## config.mk

```make
export PLATFORM = sky130hd
export DESIGN_NAME = scrb_regs
export DESIGN_NICKNAME = d
export VERILOG_FILES = /design/src/scrb_pkg.sv /design/src/scrb_sync2.sv /design/src/scrb_regs.sv
export SDC_FILE = /design/constraint.sdc
export NUM_CORES = 1
export LEC_CHECK = 0
export BUFFER_PORTS_ARGS = -buffer_cell sky130_fd_sc_hd__buf_2
export CAP_MARGIN = 30
export CELL_PAD_IN_SITES_DETAIL_PLACEMENT = 2
export CELL_PAD_IN_SITES_GLOBAL_PLACEMENT = 2
export CORE_MARGIN = 1
export CORE_UTILIZATION = 23
export CTS_CLUSTER_SIZE = 14
export DETAILED_ROUTE_END_ITERATION = 10
export PLACE_DENSITY = 0.78
export SETUP_SLACK_MARGIN = 0.2
export SYNTH_ARGS = -nofsm -noshare
export SYNTH_HDL_FRONTEND = slang
export SYNTH_SLANG_ARGS = --single-unit
```

## constraint.sdc

```tcl
create_clock -name sys_clk -period 1.5 [get_ports sys_clk]
set_input_delay 0 -clock sys_clk [delete_from_list [all_inputs] [get_ports sys_clk]]
set_output_delay 0 -clock sys_clk [all_outputs]
set_load 0.05 [all_outputs]
```

## src/scrb_pkg.sv

```systemverilog
// Package for the system-control remap, reset and PLL register slice
`default_nettype none
package scrb_pkg;

  localparam logic [31:0] SCRB_BASE_ADDR   = 32'h4004_8000;
  localparam logic [31:0] SCRB_VECSRC_ADDR = 32'h4004_8000;
  localparam logic [31:0] SCRB_PRST_ADDR   = 32'h4004_8004;
  localparam logic [31:0] SCRB_PLLCTL_ADDR = 32'h4004_8008;
  localparam logic [31:0] SCRB_PLLSTA_ADDR = 32'h4004_800C;

  localparam int          SCRB_VECSRC_W    = 2;
  localparam int          SCRB_PRST_W      = 4;
  localparam int          SCRB_PLLCTL_W    = 7;
  localparam int          SCRB_FEEDBACK_DIVIDER_LSB    = 0;
  localparam int          SCRB_FEEDBACK_DIVIDER_W      = 5;
  localparam int          SCRB_PSEL_LSB    = 5;
  localparam int          SCRB_PSEL_W      = 2;
  localparam int          SCRB_PRST_SPI_A  = 0;
  localparam int          SCRB_PRST_I2C    = 1;
  localparam int          SCRB_PRST_SPI_B  = 2;
  localparam int          SCRB_PRST_CAN    = 3;
  localparam int          SCRB_LOCK_BIT    = 0;

  localparam logic [1:0]  SCRB_VECSRC_RST  = 2'h2;
  localparam logic [3:0]  SCRB_PRST_RST    = 4'h0;
  localparam logic [6:0]  SCRB_PLLCTL_RST  = 7'h00;

  // Remap window: lowest 512 bytes
  localparam int          SCRB_REMAP_BYTES = 512;
  localparam int          SCRB_REMAP_AW    = 9;
  localparam int          SCRB_FETCH_AW    = 32;

  typedef enum logic [1:0] {
    SCRB_SRC_BOOTROM = 2'h0,
    SCRB_SRC_SRAM    = 2'h1,
    SCRB_SRC_FLASH   = 2'h2
  } scrb_vecsrc_t;

  // One-hot memory target of a fetch
  typedef enum logic [2:0] {
    SCRB_TGT_FLASH   = 3'h1,
    SCRB_TGT_BOOTROM = 3'h2,
    SCRB_TGT_SRAM    = 3'h4
  } scrb_target_t;

  typedef struct packed {
    logic        hsel;
    logic [31:0] haddr;
    logic [1:0]  htrans;
    logic        hwrite;
    logic [2:0]  hsize;
    logic [31:0] hwdata;
    logic        hready;
  } scrb_ahb_req_t;

  typedef struct packed {
    logic [31:0] hrdata;
    logic        hreadyout;
    logic        hresp;
  } scrb_ahb_rsp_t;

  typedef struct packed {
    logic [4:0] feedback_divider;
    logic [5:0] pll_m_ratio;
    logic [4:0] pll_post_ratio;
  } scrb_pll_cfg_t;

  localparam scrb_pll_cfg_t SCRB_PLLCFG_RST = '{5'h00, 6'h01, 5'h02};

  localparam logic [1:0] SCRB_HTRANS_NONSEQ = 2'h2;
  localparam logic [1:0] SCRB_HTRANS_SEQ    = 2'h3;
  localparam logic [2:0] SCRB_HSIZE_WORD    = 3'h2;

endpackage
`default_nettype wire

```

## src/scrb_sync2.sv

```systemverilog
// Two-stage synchroniser for a level from another domain
`timescale 1ns/1ps
`default_nettype none
module scrb_sync2 (
  input  wire logic sys_clk,
  input  wire logic reset_n,
  input  wire logic async_in,
  output var  logic sync_out
);

  logic meta_q;

  always_ff @(posedge sys_clk or negedge reset_n) begin
    if (!reset_n) begin
      meta_q   <= 1'b0;
      sync_out <= 1'b0;
    end else begin
      meta_q   <= async_in;
      sync_out <= meta_q;
    end
  end

endmodule
`default_nettype wire

```

## src/scrb_regs.sv

```systemverilog
// System-control remap, peripheral reset and PLL register slice
`timescale 1ns/1ps
`default_nettype none
module scrb_regs
  import scrb_pkg::*;
#(
  parameter int FETCH_AW = SCRB_FETCH_AW
) (
  input  wire logic          sys_clk,
  input  wire logic          reset_n,
  input  wire scrb_ahb_req_t ahb_req,
  output var  scrb_ahb_rsp_t ahb_rsp,
  input  wire logic [31:0]   fetch_addr,
  input  wire logic          pll_lock_raw,
  output var  scrb_target_t  fetch_target,
  output var  logic [31:0]   fetch_addr_out,
  output var  logic          spi_a_reset_n,
  output var  logic          i2c_reset_n,
  output var  logic          spi_b_reset_n,
  output var  logic          can_reset_n,
  output var  scrb_pll_cfg_t pll_cfg
);

  if (FETCH_AW != 32) begin : g_bad_aw
    $error("FETCH_AW must be 32");
  end

  typedef struct packed {
    logic         wr_pend;
    logic [1:0]   wr_idx;
    logic         rd_pend;
    logic [31:0]  rdata;
    logic [1:0]   vecsrc;
    logic [3:0]   prst;
    logic [6:0]   pllctl;
    scrb_target_t target;
    logic [31:0]  faddr;
    scrb_pll_cfg_t cfg;
  } scrb_state_t;

  scrb_state_t st_q;
  scrb_state_t st_d;
  logic        lock_sync;

  // Lock crosses from the analog PLL domain
  scrb_sync2 u_lock_sync (
    .sys_clk  (sys_clk),
    .reset_n  (reset_n),
    .async_in (pll_lock_raw),
    .sync_out (lock_sync)
  );

  function automatic logic hit(input logic [31:0] a, output logic [1:0] idx);
    idx = a[3:2];
    return (a[31:4] == SCRB_BASE_ADDR[31:4]);
  endfunction

  function automatic logic [31:0] read_word(input logic [1:0] idx,
                                            input scrb_state_t s,
                                            input logic lk);
    logic [31:0] w;
    w = 32'h0000_0000;
    case (idx)
      2'h0: w[SCRB_VECSRC_W-1:0] = s.vecsrc;
      2'h1: w[SCRB_PRST_W-1:0] = s.prst;
      2'h2: w[SCRB_PLLCTL_W-1:0] = s.pllctl;
      2'h3: w[SCRB_LOCK_BIT] = lk;
      default: w = 32'h0000_0000;
    endcase
    return w;
  endfunction

  // Lowest 512 bytes are steered by the vector source
  function automatic scrb_target_t route(input logic [31:0] a,
                                         input logic [1:0] src);
    scrb_target_t t;
    t = SCRB_TGT_FLASH;
    if (a[31:SCRB_REMAP_AW] == '0) begin
      case (src)
        SCRB_SRC_BOOTROM: t = SCRB_TGT_BOOTROM;
        SCRB_SRC_SRAM:    t = SCRB_TGT_SRAM;
        SCRB_SRC_FLASH:   t = SCRB_TGT_FLASH;
        default:          t = SCRB_TGT_FLASH;
      endcase
    end
    return t;
  endfunction

  function automatic logic [4:0] post_ratio(input logic [1:0] p);
    logic [4:0] r;
    r = 5'h02;
    case (p)
      2'h0: r = 5'h02;
      2'h1: r = 5'h04;
      2'h2: r = 5'h08;
      2'h3: r = 5'h10;
      default: r = 5'h02;
    endcase
    return r;
  endfunction

  logic       a_hit;
  logic [1:0] a_idx;
  logic       a_valid;

  always_comb begin
    st_d = st_q;
    a_hit = hit(ahb_req.haddr, a_idx);
    a_valid = ahb_req.hsel && ahb_req.hready && ahb_req.htrans[1];
    st_d.wr_pend = 1'b0;
    st_d.rd_pend = 1'b0;
    // Write data lands one edge after its address phase
    if (st_q.wr_pend) begin
      case (st_q.wr_idx)
        2'h0: st_d.vecsrc = ahb_req.hwdata[SCRB_VECSRC_W-1:0];
        2'h1: st_d.prst = ahb_req.hwdata[SCRB_PRST_W-1:0];
        2'h2: st_d.pllctl = ahb_req.hwdata[SCRB_PLLCTL_W-1:0];
        default: st_d.prst = st_q.prst;
      endcase
    end
    if (a_valid && a_hit) begin
      st_d.wr_pend = ahb_req.hwrite;
      st_d.wr_idx  = a_idx;
      st_d.rd_pend = !ahb_req.hwrite;
    end
    st_d.rdata = (a_valid && a_hit && !ahb_req.hwrite) ?
                 read_word(a_idx, st_q, lock_sync) : 32'h0000_0000;
    st_d.target = route(fetch_addr, st_q.vecsrc);
    st_d.faddr = fetch_addr;
    st_d.cfg.feedback_divider = st_d.pllctl[SCRB_FEEDBACK_DIVIDER_LSB+:SCRB_FEEDBACK_DIVIDER_W];
    st_d.cfg.pll_m_ratio =
      {1'b0, st_d.pllctl[SCRB_FEEDBACK_DIVIDER_LSB+:SCRB_FEEDBACK_DIVIDER_W]} + 6'h01;
    st_d.cfg.pll_post_ratio =
      post_ratio(st_d.pllctl[SCRB_PSEL_LSB+:SCRB_PSEL_W]);
  end

  always_ff @(posedge sys_clk or negedge reset_n) begin
    if (!reset_n) begin
      st_q.wr_pend <= 1'b0;
      st_q.wr_idx  <= 2'h0;
      st_q.rd_pend <= 1'b0;
      st_q.rdata   <= 32'h0000_0000;
      st_q.vecsrc  <= SCRB_VECSRC_RST;
      st_q.prst    <= SCRB_PRST_RST;
      st_q.pllctl  <= SCRB_PLLCTL_RST;
      st_q.target  <= SCRB_TGT_FLASH;
      st_q.faddr   <= 32'h0000_0000;
      st_q.cfg     <= SCRB_PLLCFG_RST;
    end else begin
      st_q <= st_d;
    end
  end

  assign ahb_rsp.hrdata    = st_q.rdata;
  assign ahb_rsp.hreadyout = 1'b1;
  assign ahb_rsp.hresp     = 1'b0;
  assign fetch_target      = st_q.target;
  assign fetch_addr_out    = st_q.faddr;
  assign spi_a_reset_n     = st_q.prst[SCRB_PRST_SPI_A];
  assign i2c_reset_n       = st_q.prst[SCRB_PRST_I2C];
  assign spi_b_reset_n     = st_q.prst[SCRB_PRST_SPI_B];
  assign can_reset_n       = st_q.prst[SCRB_PRST_CAN];
  assign pll_cfg           = st_q.cfg;
endmodule
`default_nettype wire

```

## After elaboration in Yosys (flattened, before gate mapping)

Cells that the tools add are included.

| storage, ports and cells | value |
|---|---|
| flip-flop bits (word level) | 76 |
| bits of input ports | 107 |
| output and inout bits | 89 |
| logic and storage cells | 47 |

| cells by class | value |
|---|---|
| add/sub/neg operators | 1 |
| equal/unequal tests | 10 |
| mux-type cells | 11 |
| reduce and logical (&&, ||, !) cells | 12 |

Operators by type and width:

| cell | number |
|---|---|
| == test 28 x 27 -> 1 bit, second input constant | 1 |
| logical NOT 23 bit | 1 |
| two-way mux 7 bit | 3 |
| one-hot mux 5 bit (4 select lines) | 1 |
| == test 2 bit, second input constant | 5 |
| == test 2 x 1 -> 1 bit, second input constant | 4 |
| logical NOT 2 bit | 4 |
| adder 5 x 1 -> 6 bit, second input constant | 1 |
| two-way mux 3 bit | 2 |
| one-hot mux 3 bit (2 select lines) | 1 |
| logical AND 1 bit | 4 |
| two-way mux 4 bit | 1 |
| one-hot mux 1 bit (4 select lines) | 1 |
| one-hot mux 2 bit (2 select lines) | 1 |
| AND reduction 2 bit | 2 |
| one-hot mux 1 bit (3 select lines) | 1 |
| logical NOT 1 bit | 1 |

## Depth between registers and ports, before layout

| logic depth | value |
|---|---|
| word-level depth | 5 |
| depth in mapped cells | 7 |
| mapped depth without buffers | 6 |

## By module

From an unflattened synthesis, not the netlist that was laid out.

| unflattened totals | value |
|---|---|
| cells, all modules | 245 |
| area, all modules | 3153.0 um^2 |

By module, submodules not included:

| module | instances | cells an instance | area an instance (um^2) | sequential area each (um^2) |
|---|---|---|---|---|
| scrb_regs | 1 | 243 | 3103.0 | 1706.6 |
| scrb_sync2 | 1 | 2 | 50.0 | 50.0 |

## Worst setup path before layout

Ideal clock, no wire load.

| timing path | value |
|---|---|
| path kind | register to register |
| from | register st_q[97] (netlist name) |
| to | register st_q (netlist bit pll_cfg[9]) |
| library setup time | 0.080 ns |
| arrival time | 1.458 ns |
| required time | 1.420 ns |
| slack | -0.037 ns |
| stages on the path, launching flop included | 7 |
| buffers on the path | 1 |
| clock period less this slack | 1.537 ns |
| cell sequence | dfrtp_1 nand3b_1 buf_2 mux2_2 ha_1 o21ai_1 xnor2_1 |

RTL lines:

| what | line | RTL |
|---|---|---|
| start, declared | scrb_regs.sv:41 | `scrb_state_t st_q;` |
| start signal, assigned | scrb_regs.sv:150 | `st_q <= st_d;` |

==> qor.csv <==
metric;value;unit
period utilization;0.9891;
1st-iter DRT viols;43;
Leak;2.213;nW
total CTS buffers;9;
Post-route DRC;0;
Synth area leaders;dfrtp_1 52%, buf_4 20%, dfstp_2 3.3%, mux2_2 2.5%, ha_1 2.4%;
IO Pins;196;
crit start category;flop;
Layout Skew;0.004174;ns
peak supply drop;0.4647;mV
drt pass-1 iters;4;
Slew Viols, Final;0;
Synth Register Bits;70;
Routed WL;8.722;mm
fin crit period;1.484;ns
Overall Global Routing Usage;0.1292;
Initial Util;0.2372;
RSZ-0062 raised after global routing;yes;
max cap viols;0;
Post-synth ARST share;1.000;
maximum buffer depth of the clock tree;2;
worst endpoint data arrival time;1.74;ns
clk root buf;clkbuf_16;
GRT overflow;0;
via count;2183;
post-synthesis sequential area ratio;0.5571;
die area;0.01418;sq mm
YS warnings;0;
final hold vios;0;
clk_lat worst skew;0.33;ns
Worst Max-Slew Pin Slew;0.5689;ns
fin area;0.004491;sq mm
fraction of layout cells with a size suffix above 1;0.5115;
Post-DP HPWL;6.192;mm
share of the synthesized area in the top cell type;0.5238;
core outline area;0.01330;sq mm
Clk pwr share;0.400;
required time worst endpoint;1.75;ns
worst hold path type;input pin to flop;
Final #Nets;500;
post-route ant nets;0;
largest net degree at the start of global routing;32;
routability congestion estimate;0.7197;
Sink Count;70;
die width;119.1;um
slowest CP cell;dfrtp_1;
initial antenna violation count;0;
CP cell instances;nand3b_1 -> buf_6 -> mux2_4 -> ha_4 -> o21ai_2 -> xnor2_1;
vias in the first global route;2490;
Most used DFF post-synth;dfrtp_1;
setup ws final;0.01634;ns
Reg clk slew, reported paths;0.05;ns
Syn Inst Count;245;
worst path buffer plus inverter count;1;
Flop pwr share;0.415;
DR vias/cell;3.850;
die height;119.1;um
CP peak stage delay;0.37;ns
crit path max fanout;4;
number of synthesized flops with an enable pin;0;
fmax;674.0;MHz
final setup violation count;0;
status;completed;
filler instances;1408;
number of library cell types mapped by synthesis;37;
H-tree depth;3;
max_slew headroom;0.6207;
sw frac;0.2902;
Cell Pwr Density;1078;mW/mm^2
Gate power share;0.184;
Synth area leader;dfrtp_1;
drt wl/cell;15.38;um
Placement Setup Slack;-0.06094;ns
critical path class;flop to flop;
placed instance area;0.003588;sq mm
first-pass GRT wire length;13.55;mm
average cell area after synthesis;12.87;sq um
CP Capture Type;flop;
# port buffers;136;
CP top delay family;flip-flops;
row cnt;42;
n_diodes;0;
Psw;1.405;mW
Hold Slack;0.003125;ns
Setup TNS;0;ns
Syn-to-layout area delta;42.42;%
internal power;3.435;mW
CTS tree;yes;
post-synthesis instance area;0.003153;sq mm
## registers in the layout, summed over array words and instances (netlist names)
signal	cells
pll_cfg	14
can_reset_n	1
u_lock_sync.sync_out	1
i2c_reset_n	1
fetch_addr_out	32
fetch_target	3
u_lock_sync.meta_q	1
ahb_rsp	7
spi_b_reset_n	1
spi_a_reset_n	1
st_q	8
## final timing paths
check	slack, ns	end	from	depth (start not counted)
min reg2reg	0.36	u_lock_sync.sync_out$_DFF_PN0_	u_lock_sync.meta_q$_DFF_PN0_	0
max in group asynchronous	0.72	pll_cfg[1]$_DFF_PN1_	reset_n	3
max	0.02	pll_cfg[9]$_DFF_PN0_	st_q[97]$_DFFE_PN0P_	6
min	0.003	ahb_rsp[7]$_DFF_PN0_	ahb_req[49]	4
min in group asynchronous	0.17	fetch_addr_out[19]$_DFF_PN0_	reset_n	2
max reg2reg	0.02	pll_cfg[9]$_DFF_PN0_	st_q[97]$_DFFE_PN0P_	6
## routing by layer
metal | vias to the layer above | track usage | wire length (um)
li1 | 989 | - | -
met1 | 1082 | 0.1396 | 3366
met2 | 102 | 0.2347 | 4700
met3 | 10 | 0.03400 | 504
met4 | 0 | 0.05696 | 151
met5 | - | 0 | 0
## power groups by stage
stage | registers (mW) | clock network [mW] | logic, mW
CTS | 2.01 | 2.02 | 0.882
detailed placement | 2.04 | 0 | 0.783
finish | 2.01 | 1.94 | 0.893
global placement | 2.03 | 0 | 0.765
floorplan | 2.05 | 0 | 0.641
global route | 2.02 | 2.09 | 0.943
## kinds of logic (layout without fill, tap and decap cells)
kind of cell / after synthesis / count (layout) / share of synthesized area
AO/OA/AOI/OAI: 8 / 8 / 0.01865
XOR/XNOR: 3 / 3 / 0.008335
adder cells (fa/ha/maj): 6 / 6 / 0.02381
buffers and inverters: 94 / 214 / 0.2135
flip-flops: 70 / 70 / 0.5571
multiplexers: 14 / 14 / 0.05040
other: 2 / 28 / 0.002382
AND/OR/NAND/NOR: 48 / 48 / 0.1258
## cell type report
class	count	area, sq um	area share
inverter	8	30.03	0.006687
timing repair buffer	191	1247	0.2778
sequential	70	1757	0.3912
clock buffer	14	264.0	0.05879
tap	176	220.2	0.04904
clock inverter	1	5.005	0.001115
multi-input combinational	107	967.2	0.2154
## synthesized netlist by cell type (3+ instances only)
cell / count
mux2_2: 7
nor4b_4: 3
ha_1: 6
dfstp_2: 4
inv_1: 8
nand2_1: 6
nor4_1: 10
dfrtp_1: 66
nor2_1: 9
mux2i_1: 5
buf_4: 85
## stage by stage
| step | power [mW] | std cells | util |
|---|---|---|---|
| after global placement | 2.799 | 503 | 0.2699 |
| after global routing | 5.046 | 567 | 0.3378 |
| final | 4.839 | 567 | 0.3378 |
| after CTS | 4.906 | 566 | 0.3296 |
| after floorplan | 2.686 | 271 | - |
| after detailed placement | 2.819 | 503 | 0.2699 |
## repair_timing
item	4_1_cts	5_1_grt
endpoints found under the setup margin	14	20
gates cloned	0	0
pin swaps	6	2
buffers inserted	3	1
gates resized for setup	14	20
hold buffers	45	0
endpoints found under the hold margin	122	0
## tightest hold or removal path, stage by stage
cell	delay, ns
buf_2	0.10
nor4b_4	0.05
nand4_4	0.08
nor4_1	0.06
## cells in the final DEF, fill, tap and decap left out, drive strengths merged
cell            n
mux2i           5
xor2            1
nor4b           4
and4bb          2
nand2           6
and2            1
clkinv          1
mux2            9
and3            2
nor4           13
nor3            2
inv             8
a22oi           2
and4            1
nand4           2
and4b           1
a222oi          2
clkbuf         14
dfrtp          66
nor3b           1
a21oi           1
nor2           10
nand3           1
dlymetal6s4s    1
conb           28
ha              6
buf           146
o21ai           3
dfstp           4
dlygate4sd3    44
nand3b          2
xnor2           2
Power figures use the tool's default switching activity.
